File: config.mk
export PLATFORM = sky130hd
export DESIGN_NAME = drive_control_status_words
export DESIGN_NICKNAME = d
export VERILOG_FILES = /design/src/drive_words_pkg.sv /design/src/drive_control_status_words.sv
export SDC_FILE = /design/constraint.sdc
export NUM_CORES = 1
export LEC_CHECK = 0
export BUFFER_PORTS_ARGS = -buffer_cell sky130_fd_sc_hd__buf_2
export CAP_MARGIN = 40
export CORE_MARGIN = 2
export CORE_UTILIZATION = 53
export DETAILED_ROUTE_END_ITERATION = 12
export PLACE_DENSITY = 0.82
export SLEW_MARGIN = 20
export SYNTH_ARGS = -nofsm -noshare
export SYNTH_HDL_FRONTEND = slang
export SYNTH_SLANG_ARGS = --single-unit
File: constraint.sdc
create_clock -name core_clk -period 2.8 [get_ports core_clk]
set_clock_uncertainty 0.15 [all_clocks]
set_input_delay 0.28 -clock core_clk [delete_from_list [all_inputs] [get_ports core_clk]]
set_output_delay 0.28 -clock core_clk [all_outputs]
set_load 0.01 [all_outputs]
File: src/drive_words_pkg.sv
// Package for the drive command and state word block.
// Assumes a single processing clock shared by fieldbus port and drive logic.
package drive_words_pkg;

  // ==========================================================================
  // Word geometry
  localparam int unsigned WORD_W = 16;
  localparam int unsigned SEL_W  = 5;
  localparam int unsigned NUM_SRC = 32;

  // ==========================================================================
  // Command word bit positions
  localparam int unsigned CMD_ON        = 0;
  localparam int unsigned CMD_NO_COAST  = 1;
  localparam int unsigned CMD_NO_QSTOP  = 2;
  localparam int unsigned CMD_ENABLE_OP = 3;
  localparam int unsigned CMD_RFG_EN    = 4;
  localparam int unsigned CMD_RFG_RUN   = 5;
  localparam int unsigned CMD_SP_EN     = 6;
  localparam int unsigned CMD_FAULT_ACK = 7;
  localparam int unsigned CMD_CTRL_PLC  = 10;
  localparam int unsigned CMD_REVERSE   = 11;
  localparam int unsigned CMD_MPOT_UP   = 13;
  localparam int unsigned CMD_MPOT_DOWN = 14;
  localparam logic [15:0] CMD_USED_MASK = 16'h6cff;
  localparam logic [15:0] CMD_RESET     = 16'h0000;

  // ==========================================================================
  // Source indices above the sixteen state sources
  localparam logic [4:0] SRC_CMD_BASE = 5'h10;

  // ==========================================================================
  // Reset values of the state word assembly and the setpoint
  localparam logic [79:0] SEL_RESET   = 80'h7b9ac_5a928_398a4_18820;
  localparam logic [15:0] INV_RESET   = 16'ha800;
  localparam logic [15:0] STATE_RESET = 16'h0000;
  localparam logic [15:0] SETPOINT_RESET = 16'h0000;

  typedef enum logic [4:0] {
    SEQ_INHIBIT = 5'h01,
    SEQ_READY   = 5'h02,
    SEQ_RUN_RDY = 5'h04,
    SEQ_ENABLED = 5'h08,
    SEQ_QSTOP   = 5'h10
  } seq_state_t;

  // Drive feedback from the surrounding drive logic
  typedef struct packed {
    logic fault_present;
    logic alarm_present;
    logic speed_in_tol;
    logic control_request;
    logic cmp_reached;
    logic limit_reached;
    logic brake_open;
    logic motor_overtemp;
    logic power_overload;
    logic ramp_at_zero;
    logic speed_negative;
  } drive_feedback_t;

  // Commands to the drive logic
  typedef struct packed {
    logic pulse_enable;
    logic quick_stop_ramp;
    logic rfg_enable;
    logic rfg_hold;
    logic setpoint_zero;
    logic fault_ack;
    logic reverse_req;
    logic mpot_raise;
    logic mpot_lower;
  } drive_command_t;

endpackage : drive_words_pkg

File: src/drive_control_status_words.sv
// Command word decode, small switch-on sequence and state word assembly.
// Assumes the fieldbus framing and all drive inputs share core_clk.
//
// Operation
// - Bit 1 low stops pulses at once and enters switch-on-inhibited.
// - Bit 2 low in operation enabled ramps down on quick-stop ramp, then inhibits switching on; in other states it inhibits at once.
// - Bit 3 high permits pulses; low suppresses them except during the quick-stop ramp.
// - Bit 4 low inhibits ramp generator and zeroes its output.
// - Bit 5 low freezes the ramp generator output.
// - Bit 6 low forces the ramp generator input to zero.
// - Bit 7 is routed to fault acknowledgement logic.
// - Process data is accepted only while bit 10 is set.
// - Bit 11 requests direction reversal unless reversal is locked.
// - Bit 13 raises, bit 14 lowers the motorised potentiometer setpoint.
// - State bits 0..2 report ready on, ready for operation, enabled.
// - State bit 4 high without coast stop, bit 5 without quick stop.
// - State bit 6 high while switching on is inhibited.
// - State bit 8 high while speed deviation is within tolerance.
// - State bit 9 high while the drive requests control.
// - State bit 10 high when the comparison value is reached.
// - State bits 11, 13, 15 are inverted from their sources.
// - State bit 12 high while the holding brake is commanded open.
// - State bit 14 high when actual speed is zero or positive.
// - Every state bit has its own source selector and inversion.
`timescale 1ns/100ps
`default_nettype none

module drive_control_status_words (
  // Clock and reset
  input  wire logic                            core_clk,
  input  wire logic                            rst,
  // Command word from the fieldbus master
  input  wire logic                            cmd_wr,
  input  wire logic [15:0]                     cmd_data,
  output logic      [15:0]                     drive_command_word,
  // Process data (setpoint) from the fieldbus master
  input  wire logic                            pd_wr,
  input  wire logic [15:0]                     pd_data,
  output logic      [15:0]                     setpoint,
  // State word to the fieldbus master
  output logic      [15:0]                     drive_state_word,
  // State word assembly configuration
  input  wire logic                            cfg_wr,
  input  wire logic [79:0]                     cfg_sel,
  input  wire logic [15:0]                     cfg_inv,
  output logic      [79:0]                     state_bit_source_select,
  output logic      [15:0]                     state_bit_inversion,
  // Direction locks
  input  wire logic                            negative_direction_lock,
  input  wire logic                            positive_direction_lock,
  // Drive interface
  input  wire drive_words_pkg::drive_feedback_t fb,
  output drive_words_pkg::drive_command_t      cmd_out,
  output logic                                 switch_on_inhibited
);

  // ==========================================================================
  // Command word capture
  logic [15:0] cmd;

  always_ff @(posedge core_clk) begin
    if (rst) begin
      cmd <= drive_words_pkg::CMD_RESET;
    end else if (cmd_wr) begin
      cmd <= cmd_data & drive_words_pkg::CMD_USED_MASK;
    end
  end

  assign drive_command_word = cmd;

  // Setpoint only follows process data while the master holds control
  always_ff @(posedge core_clk) begin
    if (rst) begin
      setpoint <= drive_words_pkg::SETPOINT_RESET;
    end else if (pd_wr && cmd[drive_words_pkg::CMD_CTRL_PLC]) begin
      setpoint <= pd_data;
    end
  end

  // ==========================================================================
  // Switch-on sequence
  drive_words_pkg::seq_state_t state;
  drive_words_pkg::seq_state_t next_state;

  logic no_coast;
  logic no_qstop;
  logic on_cmd;
  logic op_cmd;

  assign no_coast = cmd[drive_words_pkg::CMD_NO_COAST];
  assign no_qstop = cmd[drive_words_pkg::CMD_NO_QSTOP];
  assign on_cmd   = cmd[drive_words_pkg::CMD_ON];
  assign op_cmd   = cmd[drive_words_pkg::CMD_ENABLE_OP];

  always_comb begin
    next_state = state;
    case (state)
      drive_words_pkg::SEQ_INHIBIT: begin
        // Restart needs the on command dropped first
        if (no_coast && no_qstop && !on_cmd && !fb.fault_present) begin
          next_state = drive_words_pkg::SEQ_READY;
        end
      end
      drive_words_pkg::SEQ_READY: begin
        if (on_cmd) begin
          next_state = drive_words_pkg::SEQ_RUN_RDY;
        end
      end
      drive_words_pkg::SEQ_RUN_RDY: begin
        if (!on_cmd) begin
          next_state = drive_words_pkg::SEQ_READY;
        end else if (op_cmd) begin
          next_state = drive_words_pkg::SEQ_ENABLED;
        end
      end
      drive_words_pkg::SEQ_ENABLED: begin
        if (!op_cmd) begin
          next_state = drive_words_pkg::SEQ_RUN_RDY;
        end else if (!on_cmd) begin
          next_state = drive_words_pkg::SEQ_READY;
        end
      end
      drive_words_pkg::SEQ_QSTOP: begin
        if (fb.ramp_at_zero) begin
          next_state = drive_words_pkg::SEQ_INHIBIT;
        end
      end
      default: begin
        next_state = drive_words_pkg::SEQ_INHIBIT;
      end
    endcase
    // Quick stop only ramps if pulses were running
    if (!no_qstop && state == drive_words_pkg::SEQ_ENABLED) begin
      next_state = drive_words_pkg::SEQ_QSTOP;
    end else if (!no_qstop && state != drive_words_pkg::SEQ_QSTOP) begin
      next_state = drive_words_pkg::SEQ_INHIBIT;
    end
    // Coast stop and faults override everything
    if (!no_coast || fb.fault_present) begin
      next_state = drive_words_pkg::SEQ_INHIBIT;
    end
  end

  always_ff @(posedge core_clk) begin
    if (rst) begin
      state <= drive_words_pkg::SEQ_INHIBIT;
    end else begin
      state <= next_state;
    end
  end

  // ==========================================================================
  // Command outputs
  logic rev_locked;

  // Reversal needs the negative sense allowed and is pointless if positive is locked
  assign rev_locked = negative_direction_lock || positive_direction_lock;

  always_comb begin
    cmd_out = '0;
    // Coast stop gates pulses without waiting a cycle for the state
    cmd_out.pulse_enable    = no_coast && (state == drive_words_pkg::SEQ_ENABLED ||
                              state == drive_words_pkg::SEQ_QSTOP) &&
                              !fb.fault_present;
    cmd_out.quick_stop_ramp = state == drive_words_pkg::SEQ_QSTOP;
    cmd_out.rfg_enable      = cmd[drive_words_pkg::CMD_RFG_EN];
    cmd_out.rfg_hold        = !cmd[drive_words_pkg::CMD_RFG_RUN];
    cmd_out.setpoint_zero   = !cmd[drive_words_pkg::CMD_SP_EN];
    cmd_out.fault_ack       = cmd[drive_words_pkg::CMD_FAULT_ACK];
    cmd_out.reverse_req     = cmd[drive_words_pkg::CMD_REVERSE] && !rev_locked;
    cmd_out.mpot_raise      = cmd[drive_words_pkg::CMD_MPOT_UP];
    cmd_out.mpot_lower      = cmd[drive_words_pkg::CMD_MPOT_DOWN];
  end

  assign switch_on_inhibited = state == drive_words_pkg::SEQ_INHIBIT;

  // ==========================================================================
  // State word configuration
  always_ff @(posedge core_clk) begin
    if (rst) begin
      state_bit_source_select <= drive_words_pkg::SEL_RESET;
      state_bit_inversion     <= drive_words_pkg::INV_RESET;
    end else if (cfg_wr) begin
      state_bit_source_select <= cfg_sel;
      state_bit_inversion     <= cfg_inv;
    end
  end

  // ==========================================================================
  // State word assembly
  logic [drive_words_pkg::NUM_SRC-1:0] src;
  logic [15:0] next_word;

  function automatic logic [4:0] sel_of(input logic [79:0] sel, input int unsigned idx);
    sel_of = sel[idx*drive_words_pkg::SEL_W +: drive_words_pkg::SEL_W];
  endfunction : sel_of

  always_comb begin
    src[0]  = state == drive_words_pkg::SEQ_READY ||
              state == drive_words_pkg::SEQ_RUN_RDY ||
              state == drive_words_pkg::SEQ_ENABLED;
    src[1]  = state == drive_words_pkg::SEQ_RUN_RDY ||
              state == drive_words_pkg::SEQ_ENABLED;
    src[2]  = state == drive_words_pkg::SEQ_ENABLED;
    src[3]  = fb.fault_present;
    src[4]  = no_coast;
    src[5]  = no_qstop && state != drive_words_pkg::SEQ_QSTOP;
    src[6]  = state == drive_words_pkg::SEQ_INHIBIT;
    src[7]  = fb.alarm_present;
    src[8]  = fb.speed_in_tol;
    src[9]  = fb.control_request;
    src[10] = fb.cmp_reached;
    src[11] = fb.limit_reached;
    src[12] = fb.brake_open;
    src[13] = fb.motor_overtemp;
    src[14] = !fb.speed_negative;
    src[15] = fb.power_overload;
    // Upper sources echo the command word, useful for loopback checks
    src[31:16] = cmd;
  end

  always_comb begin
    next_word = '0;
    for (int unsigned i = 0; i < drive_words_pkg::WORD_W; i++) begin
      next_word[i] = src[sel_of(state_bit_source_select, i)]
                     ^ state_bit_inversion[i];
    end
  end

  always_ff @(posedge core_clk) begin
    if (rst) begin
      drive_state_word <= drive_words_pkg::STATE_RESET;
    end else begin
      drive_state_word <= next_word;
    end
  end

  // ==========================================================================
  // Checks
  logic cfg_default;

  assign cfg_default = state_bit_source_select == drive_words_pkg::SEL_RESET &&
                       state_bit_inversion == drive_words_pkg::INV_RESET;

  chk_coast_stop_off: assert property (@(posedge core_clk) disable iff (rst)
    !no_coast |-> !cmd_out.pulse_enable ##1 state == drive_words_pkg::SEQ_INHIBIT)
    else $error("coast stop did not stop pulses and inhibit");

  chk_quick_stop_ramp: assert property (@(posedge core_clk) disable iff (rst)
    state == drive_words_pkg::SEQ_ENABLED && !no_qstop && no_coast && !fb.fault_present
    |=> state == drive_words_pkg::SEQ_QSTOP && cmd_out.quick_stop_ramp)
    else $error("quick stop did not start the ramp");

  chk_enable_gate: assert property (@(posedge core_clk) disable iff (rst)
    state == drive_words_pkg::SEQ_ENABLED |-> $past(op_cmd))
    else $error("operation enabled without enable bit");

  chk_rfg_inhibit: assert property (@(posedge core_clk) disable iff (rst)
    cmd_wr && !cmd_data[drive_words_pkg::CMD_RFG_EN] |=> !cmd_out.rfg_enable)
    else $error("ramp generator not inhibited");

  chk_rfg_freeze: assert property (@(posedge core_clk) disable iff (rst)
    cmd_wr && !cmd_data[drive_words_pkg::CMD_RFG_RUN] |=> cmd_out.rfg_hold)
    else $error("ramp generator not frozen");

  chk_setpoint_zero: assert property (@(posedge core_clk) disable iff (rst)
    cmd_wr && !cmd_data[drive_words_pkg::CMD_SP_EN] |=> cmd_out.setpoint_zero)
    else $error("setpoint not inhibited");

  chk_fault_ack: assert property (@(posedge core_clk) disable iff (rst)
    cmd_wr && cmd_data[drive_words_pkg::CMD_FAULT_ACK] |=> cmd_out.fault_ack)
    else $error("fault acknowledge not routed");

  chk_pd_ignored: assert property (@(posedge core_clk) disable iff (rst)
    pd_wr && !cmd[drive_words_pkg::CMD_CTRL_PLC] |=> $stable(setpoint))
    else $error("process data taken without control bit");

  chk_reverse_lock: assert property (@(posedge core_clk) disable iff (rst)
    cmd_wr && cmd_data[drive_words_pkg::CMD_REVERSE] && !rev_locked
    ##1 !rev_locked |-> cmd_out.reverse_req)
    else $error("reversal request lost");

  chk_mpot_cmd: assert property (@(posedge core_clk) disable iff (rst)
    cmd_wr |=> cmd_out.mpot_raise == $past(cmd_data[drive_words_pkg::CMD_MPOT_UP]) &&
               cmd_out.mpot_lower == $past(cmd_data[drive_words_pkg::CMD_MPOT_DOWN]))
    else $error("potentiometer command wrong");

  chk_state_enabled: assert property (@(posedge core_clk) disable iff (rst)
    cfg_default && state == drive_words_pkg::SEQ_ENABLED
    |=> drive_state_word[2:0] == 3'h7)
    else $error("enabled state not reported");

  chk_coast_report: assert property (@(posedge core_clk) disable iff (rst)
    cfg_default && !no_coast |=> !drive_state_word[4])
    else $error("coast stop not reported");

  chk_inhibit_report: assert property (@(posedge core_clk) disable iff (rst)
    cfg_default && state == drive_words_pkg::SEQ_INHIBIT |=> drive_state_word[6])
    else $error("switch-on inhibit not reported");

  chk_limit_inverted: assert property (@(posedge core_clk) disable iff (rst)
    cfg_default && fb.limit_reached |=> !drive_state_word[11])
    else $error("limit bit not inverted");

  chk_speed_sign: assert property (@(posedge core_clk) disable iff (rst)
    cfg_default |=> drive_state_word[14] == !$past(fb.speed_negative))
    else $error("speed sign bit wrong");

  chk_qstop_report: assert property (@(posedge core_clk) disable iff (rst)
    cfg_default && !no_qstop |=> !drive_state_word[5])
    else $error("quick stop not reported");

  chk_ready_report: assert property (@(posedge core_clk) disable iff (rst)
    cfg_default && state == drive_words_pkg::SEQ_READY |=> drive_state_word[2:0] == 3'h1)
    else $error("ready state not reported");

  chk_fault_report: assert property (@(posedge core_clk) disable iff (rst)
    cfg_default |=> drive_state_word[3] == $past(fb.fault_present) &&
                    drive_state_word[7] == $past(fb.alarm_present))
    else $error("fault or alarm bit wrong");

  chk_speed_tol: assert property (@(posedge core_clk) disable iff (rst)
    cfg_default |=> drive_state_word[8] == $past(fb.speed_in_tol))
    else $error("speed tolerance bit wrong");

  chk_control_request: assert property (@(posedge core_clk) disable iff (rst)
    cfg_default |=> drive_state_word[9] == $past(fb.control_request))
    else $error("control request bit wrong");

  chk_compare_reached: assert property (@(posedge core_clk) disable iff (rst)
    cfg_default |=> drive_state_word[10] == $past(fb.cmp_reached))
    else $error("comparison bit wrong");

  chk_brake_open: assert property (@(posedge core_clk) disable iff (rst)
    cfg_default |=> drive_state_word[12] == $past(fb.brake_open))
    else $error("brake bit wrong");

  chk_alarm_inverted: assert property (@(posedge core_clk) disable iff (rst)
    cfg_default |=> drive_state_word[13] == !$past(fb.motor_overtemp) &&
                    drive_state_word[15] == !$past(fb.power_overload))
    else $error("thermal alarm bits not inverted");

  chk_unused_bits: assert property (@(posedge core_clk) disable iff (rst)
    cmd_wr |=> (drive_command_word & ~drive_words_pkg::CMD_USED_MASK) == 16'h0000)
    else $error("unused command bits stored");

endmodule : drive_control_status_words

`default_nettype wire

# Word level (Yosys, flattened, before mapping)
# Index checks and enable logic that the tools add are counted.
[op_classes]
n_addsub = 0
mul = 0
n_div = 0
order_cmp = 16
eq_ne = 16
shifts = 0
mux = 42
bitwise = 16
n_reduce_logical = 28
[op_table]
columns = ["operator", "count"]
rows = [
  ["5-bit by 6-bit less-than comparator with 1-bit output (second input constant)", 16],
  ["1-bit binary-select mux with 5-bit select", 16],
  ["5-bit two-way mux", 9],
  ["5-bit one-hot mux with 5 select lines", 1],
  ["1-bit two-way mux", 16],
  ["1-bit bitwise XOR", 16],
  ["1-bit logical AND", 10],
  ["5-bit != test (second input constant)", 2],
  ["5-bit AND reduction", 2],
  ["1-bit logical NOT", 8],
  ["1-bit logical OR", 6],
  ["3-bit != test (second input constant)", 2],
  ["5-bit by 1-bit == test with 1-bit output (second input constant)", 1],
  ["5-bit by 2-bit == test with 1-bit output (second input constant)", 1],
  ["5-bit by 3-bit == test with 1-bit output (second input constant)", 1],
  ["5-bit by 4-bit == test with 1-bit output (second input constant)", 1],
  ["5-bit == test (second input constant)", 1],
  ["5-bit by 3-bit != test with 1-bit output (second input constant)", 1],
  ["2-bit != test (second input constant)", 2],
  ["4-bit by 1-bit != test with 1-bit output (second input constant)", 1],
  ["4-bit by 2-bit != test with 1-bit output (second input constant)", 1],
  ["4-bit != test (second input constant)", 1],
  ["4-bit OR reduction", 1],
  ["2-bit by 1-bit != test with 1-bit output (second input constant)", 1],
  ["2-bit OR reduction", 1],
]
[totals]
ff_bits = 145
latchBits = 0
ram_bits = 0
romBits = 0
output_inout_bits = 154
elab_cells = 125
n_memories = 0

# Longest topological paths before layout
[logic_depth]
ltp_word = 7
ltp_mapped = 8

# Worst setup path after synthesis
# Ideal clock, no wire load.
[synth_timing]
path_type = "reg2reg"
start = "reg state[4]"
end = "reg drive_state_word[2]"
arrival_ps = 2167
required_time_ps = 2527
setup_slack_ps = 360
path_stages_with_launch = 9
n_path_buf = 2
period_less_slack_ps = 2440
path_cell_list = "dfxtp_1 buf_6 or3_4 buf_6 o311a_1 a2111oi_2 nor3_1 a221oi_2 mux2_1"
[synth_via]
elab_chain_len = 6
[synth_lines]
columns = ["element", "line_no", "text"]
rows = [
  ["start: declaration", "drive_control_status_words.sv:82", "drive_words_pkg::seq_state_t state;"],
  ["start signal: assignment", "drive_control_status_words.sv:146", "state <= drive_words_pkg::SEQ_INHIBIT;"],
  ["start signal: assignment", "drive_control_status_words.sv:148", "state <= next_state;"],
  ["5-bit by 2-bit == test with 1-bit output / 5-bit by 3-bit == test with 1-bit output (equally long branches)", "drive_control_status_words.sv:199, drive_control_status_words.sv:200, drive_control_status_words.sv:202", ""],
  ["1-bit logical OR", "drive_control_status_words.sv:199", "src[0] = state == drive_words_pkg::SEQ_READY ||"],
  ["1-bit logical OR", "drive_control_status_words.sv:200", "state == drive_words_pkg::SEQ_RUN_RDY ||"],
  ["1-bit binary-select mux with 5-bit select *", "drive_control_status_words.sv:225", "next_word[i] = src[sel_of(state_bit_source_select, i)]"],
  ["1-bit two-way mux (not written as such) *", "drive_control_status_words.sv:225", ""],
  ["1-bit bitwise XOR *", "drive_control_status_words.sv:226", "^ state_bit_inversion[i];"],
  ["end signal: assignment", "drive_control_status_words.sv:232", "drive_state_word <= drive_words_pkg::STATE_RESET;"],
  ["end signal: assignment", "drive_control_status_words.sv:234", "drive_state_word <= next_word;"],
  ["end: declaration", "drive_control_status_words.sv:41", "output logic [15:0] drive_state_word,"],
]
# Every way passes the cells marked *; elsewhere a longest branch is shown, timed or not. The select of a mux whose other input is x is not followed.
# A chain may end at the register's enable or synchronous reset.

# Final worst setup path
[layout_timing]
start = "reg state[4]"
end = "reg drive_state_word[6]"
# Same word-level chain as after synthesis.

==> results_dict.tcl <==
set metrics [dict create \
    endpoint_kind "register" \
    synth_cells 1128 \
    synthAdderAreaFrac 0 \
    clock-root-buffer "clkbuf_16" \
    pwr-share-seq 0.387 \
    n_antenna_cell 0 \
    hold_viol 0 \
    fmax_mhz 369 \
    cts_buffers 17 \
    status "finished, final reports clean" \
    critPathKind "reg2reg" \
    die-width_microns 141 \
    die_area_sq_um 19800 \
    ys_seq_elements 145 \
    gp_congestion 1.01 \
    leakage_nw 6.06 \
    grt_max_degree 47 \
    syn_area_sq_um 9910 \
    critPathLaunch "state[4]" \
    post_drt_wl_per_cell_microns 22.1 \
    whs_path_depth 3 \
    firstDrtPassIters 8 \
    maxCapViolCount 0 \
    slew_viol_final 0 \
    swShare 0.308 \
    cts.sinks 145 \
    fin_crit_sh 0.968 \
    final_layout_size_suffix_gt1_frac 0.332 \
    min_from "cfg_sel[38]" \
    ys_seq_area_frac 0.293 \
    track_usage 0.385 \
    grt-ovfl-total 0 \
    rows 50 \
    clock_power_share 0.377 \
    ant_nets 0 \
    fillCellCount 1249 \
    coreArea_sq_um 18500 \
    io_buffers 291 \
    rr_endpoint "drive_state_word[6]" \
    ir_worst_vdd_mv 0.342 \
    route.detailed.drc 0 \
    io_pins 300 \
    syn_area_per_cell_sq_um 8.79 \
    ff2ff_setup_slack_ns 0.09 \
    path_clk_slew_ns 0.06 \
    p_int_mw 4.38 \
    hpwl_mm 25.1 \
    vias_per_cell 6.39 \
    comb_power_share 0.236 \
    synthArstFlopShare 0 \
    min_period_ns 2.71 \
    worstPathRequired_ns 2.97 \
    slew_headroom 0.409 \
    critPathArrivalTime_ns 2.88 \
    synth_ff_type "dfxtp_1" \
    die_y_microns 141 \
    tns_ns 0 \
    critPathMaxFanout 11 \
    synth_top_family_by_area "multiplexers" \
    reg2reg_depth 6 \
    p_sw_mw 1.95 \
    min_to "state_bit_source_select[38]" \
    post_cts_buffers 0 \
    start_kind "register" \
    first_iter_violations 1372 \
    rsz0062_at_grt "no" \
    synth_mux_area_frac 0.293 \
    htree_levels 4 \
    synth_xor_area_frac 0.00353 \
    cts_tree "yes" \
    whs_ns 0.0192 \
    clk_latency_ns 0.43 \
    synth_compound_area_frac 0.165 \
    setup-violations-final 0 \
    pre_cts_ws_ns 0.0999 \
    final_nets 1660 \
    yosysWarnings 0 \
    ctsLongestPathBuffers 2 \
    vias 11251 \
    synth_edf_count 0 \
    tightest_slew_ns 0.886 \
    grt_pass1_wl_mm 59.6 \
    setup_slack_ns 0.0890 \
    start_util 0.535 \
    hold_path.class "in2reg" \
    grt_pass1_vias 10852 \
    synth-simple-area-share 0.174 \
    antenna_found_initial 0 \
    syn2layout_area_growth_pct 38.0 \
    p_per_area_nw_per_um2 463 \
    wl_mm 38.9 \
    timing.rr.start "state[4]" \
    ys_types 69 \
]
==> how the worst max path moves through the flow <==
stage                     slack [ns]  depth (start not counted)                    to
final                           0.09                          6   drive_state_word[6]
after global routing            0.01                          8  drive_state_word[14]
after CTS                       0.06                          7            cmd_out[8]
after detailed placement         0.1                          8  drive_state_word[14]
after global placement          0.14                          7              state[3]
after floorplan                 0.36                          8   drive_state_word[2]
==> cells by family (layout without fill, tap and decap cells) <==
group           count (synthesis)  in the layout
compound gates                227            227
xor+xnor                        4              4
mux                           209            209
simple gates                  371            371
buf+inv                       171            567
other cells                     1              4
flops                         145            145
==> repair_timing <==
| action | in CTS | in global routing |
|---|---|---|
| hold buffers | 123 | 0 |
| resized for setup | 0 | 12 |
| setup endpoints to repair | 0 | 6 |
| endpoints found under the hold margin | 123 | 0 |
==> per-layer routing <==
layer | up-vias | GRT usage | wire [microns]
met5 | - | 0 | 0
met4 | 0 | 0.194 | 1940
met3 | 164 | 0.0914 | 4590
met2 | 877 | 0.643 | 18500
met1 | 5288 | 0.465 | 13900
li1 | 4922 | - | -
==> registers in the layout, summed over array words and instances, names as in the netlist <==
signal and count:
setpoint 16, drive_state_word 16, drive_command_word 12, state_bit_source_select 80
state_bit_inversion 16, state 5
==> per-stage QoR <==
stage,cells,util,total power [mW],cell area [sq um]
global placement,1605,0.637,3.74,11800
floorplan,1131,-,3.24,9920
CTS,1760,0.736,6.28,13600
global route,1761,0.739,6.54,13700
detailed placement,1605,0.637,3.78,11800
finish,1761,0.739,6.33,13700
==> final cells by class <==
class,count,area [sq um],share of cell area
Tap cell,234,293,0.0214
Multi-Input combinational cell,815,6350,0.464
Inverter,41,154,0.0112
Clock buffer,20,467,0.0341
Sequential cell,145,2910,0.212
Clock inverter,12,144,0.0105
Timing Repair Buffer,494,3360,0.246
==> worst max-delay path: stages (launching register included) <==
cell	delay (ns)
dfxtp_1	0.38
or3_4	0.50
or2_2	0.43
a221oi_1	0.33
o21ai_0	0.14
a32oi_1	0.30
mux2_2	0.37
==> cells in the final DEF, fill, tap and decap left out, drive strengths merged, types with 8 or more instances in the layout <==
cell,n
nor2b,35
clkbuf,20
nand3b,12
nand2,120
a31oi,21
nand3,19
o211ai,27
a21oi,39
dfxtp,145
a221oi,10
a311oi,12
nor3,15
nor2,121
mux2i,118
nor3b,9
mux4,62
o31a,8
o21ai,30
dlygate4sd3,123
inv,45
buf,371
mux2,29
o311a,8
or3,10
==> power groups by stage <==
stage	Clock (mW)	Sequential, mW	Combinational [mW]
after floorplan	0	2.42	0.825
after global placement	0	2.48	1.27
after detailed placement	0	2.48	1.29
after CTS	2.40	2.44	1.44
after global routing	2.49	2.47	1.58
final	2.39	2.45	1.49
==> synth_stat cells, drive strengths merged (4+ instances only) <==
cell / n / area [sq um]
a2111oi: 7 / 67.6
a211oi: 7 / 52.6
a21oi: 39 / 195
a221oi: 10 / 93.8
a311oi: 12 / 105
a31oi: 21 / 131
a32oi: 7 / 61.3
and2: 5 / 31.3
buf: 27 / 156
clkbuf: 103 / 388
dfxtp: 145 / 2900
inv: 40 / 150
mux2: 29 / 327
mux2i: 118 / 1180
mux4: 62 / 1400
nand2: 120 / 450
nand2b: 5 / 31.3
nand3: 19 / 95.1
nand3b: 12 / 90.1
nand4: 4 / 25.0
nor2: 121 / 454
nor2b: 35 / 219
nor3: 15 / 75.1
nor3b: 9 / 67.6
o2111ai: 4 / 35.0
o211ai: 27 / 203
o21ai: 30 / 150
o221ai: 7 / 61.3
o311a: 8 / 80.1
o311ai: 7 / 61.3
o31a: 8 / 70.1
o31ai: 6 / 45.0
or3: 10 / 67.6
(Power assumes the default switching activity.)
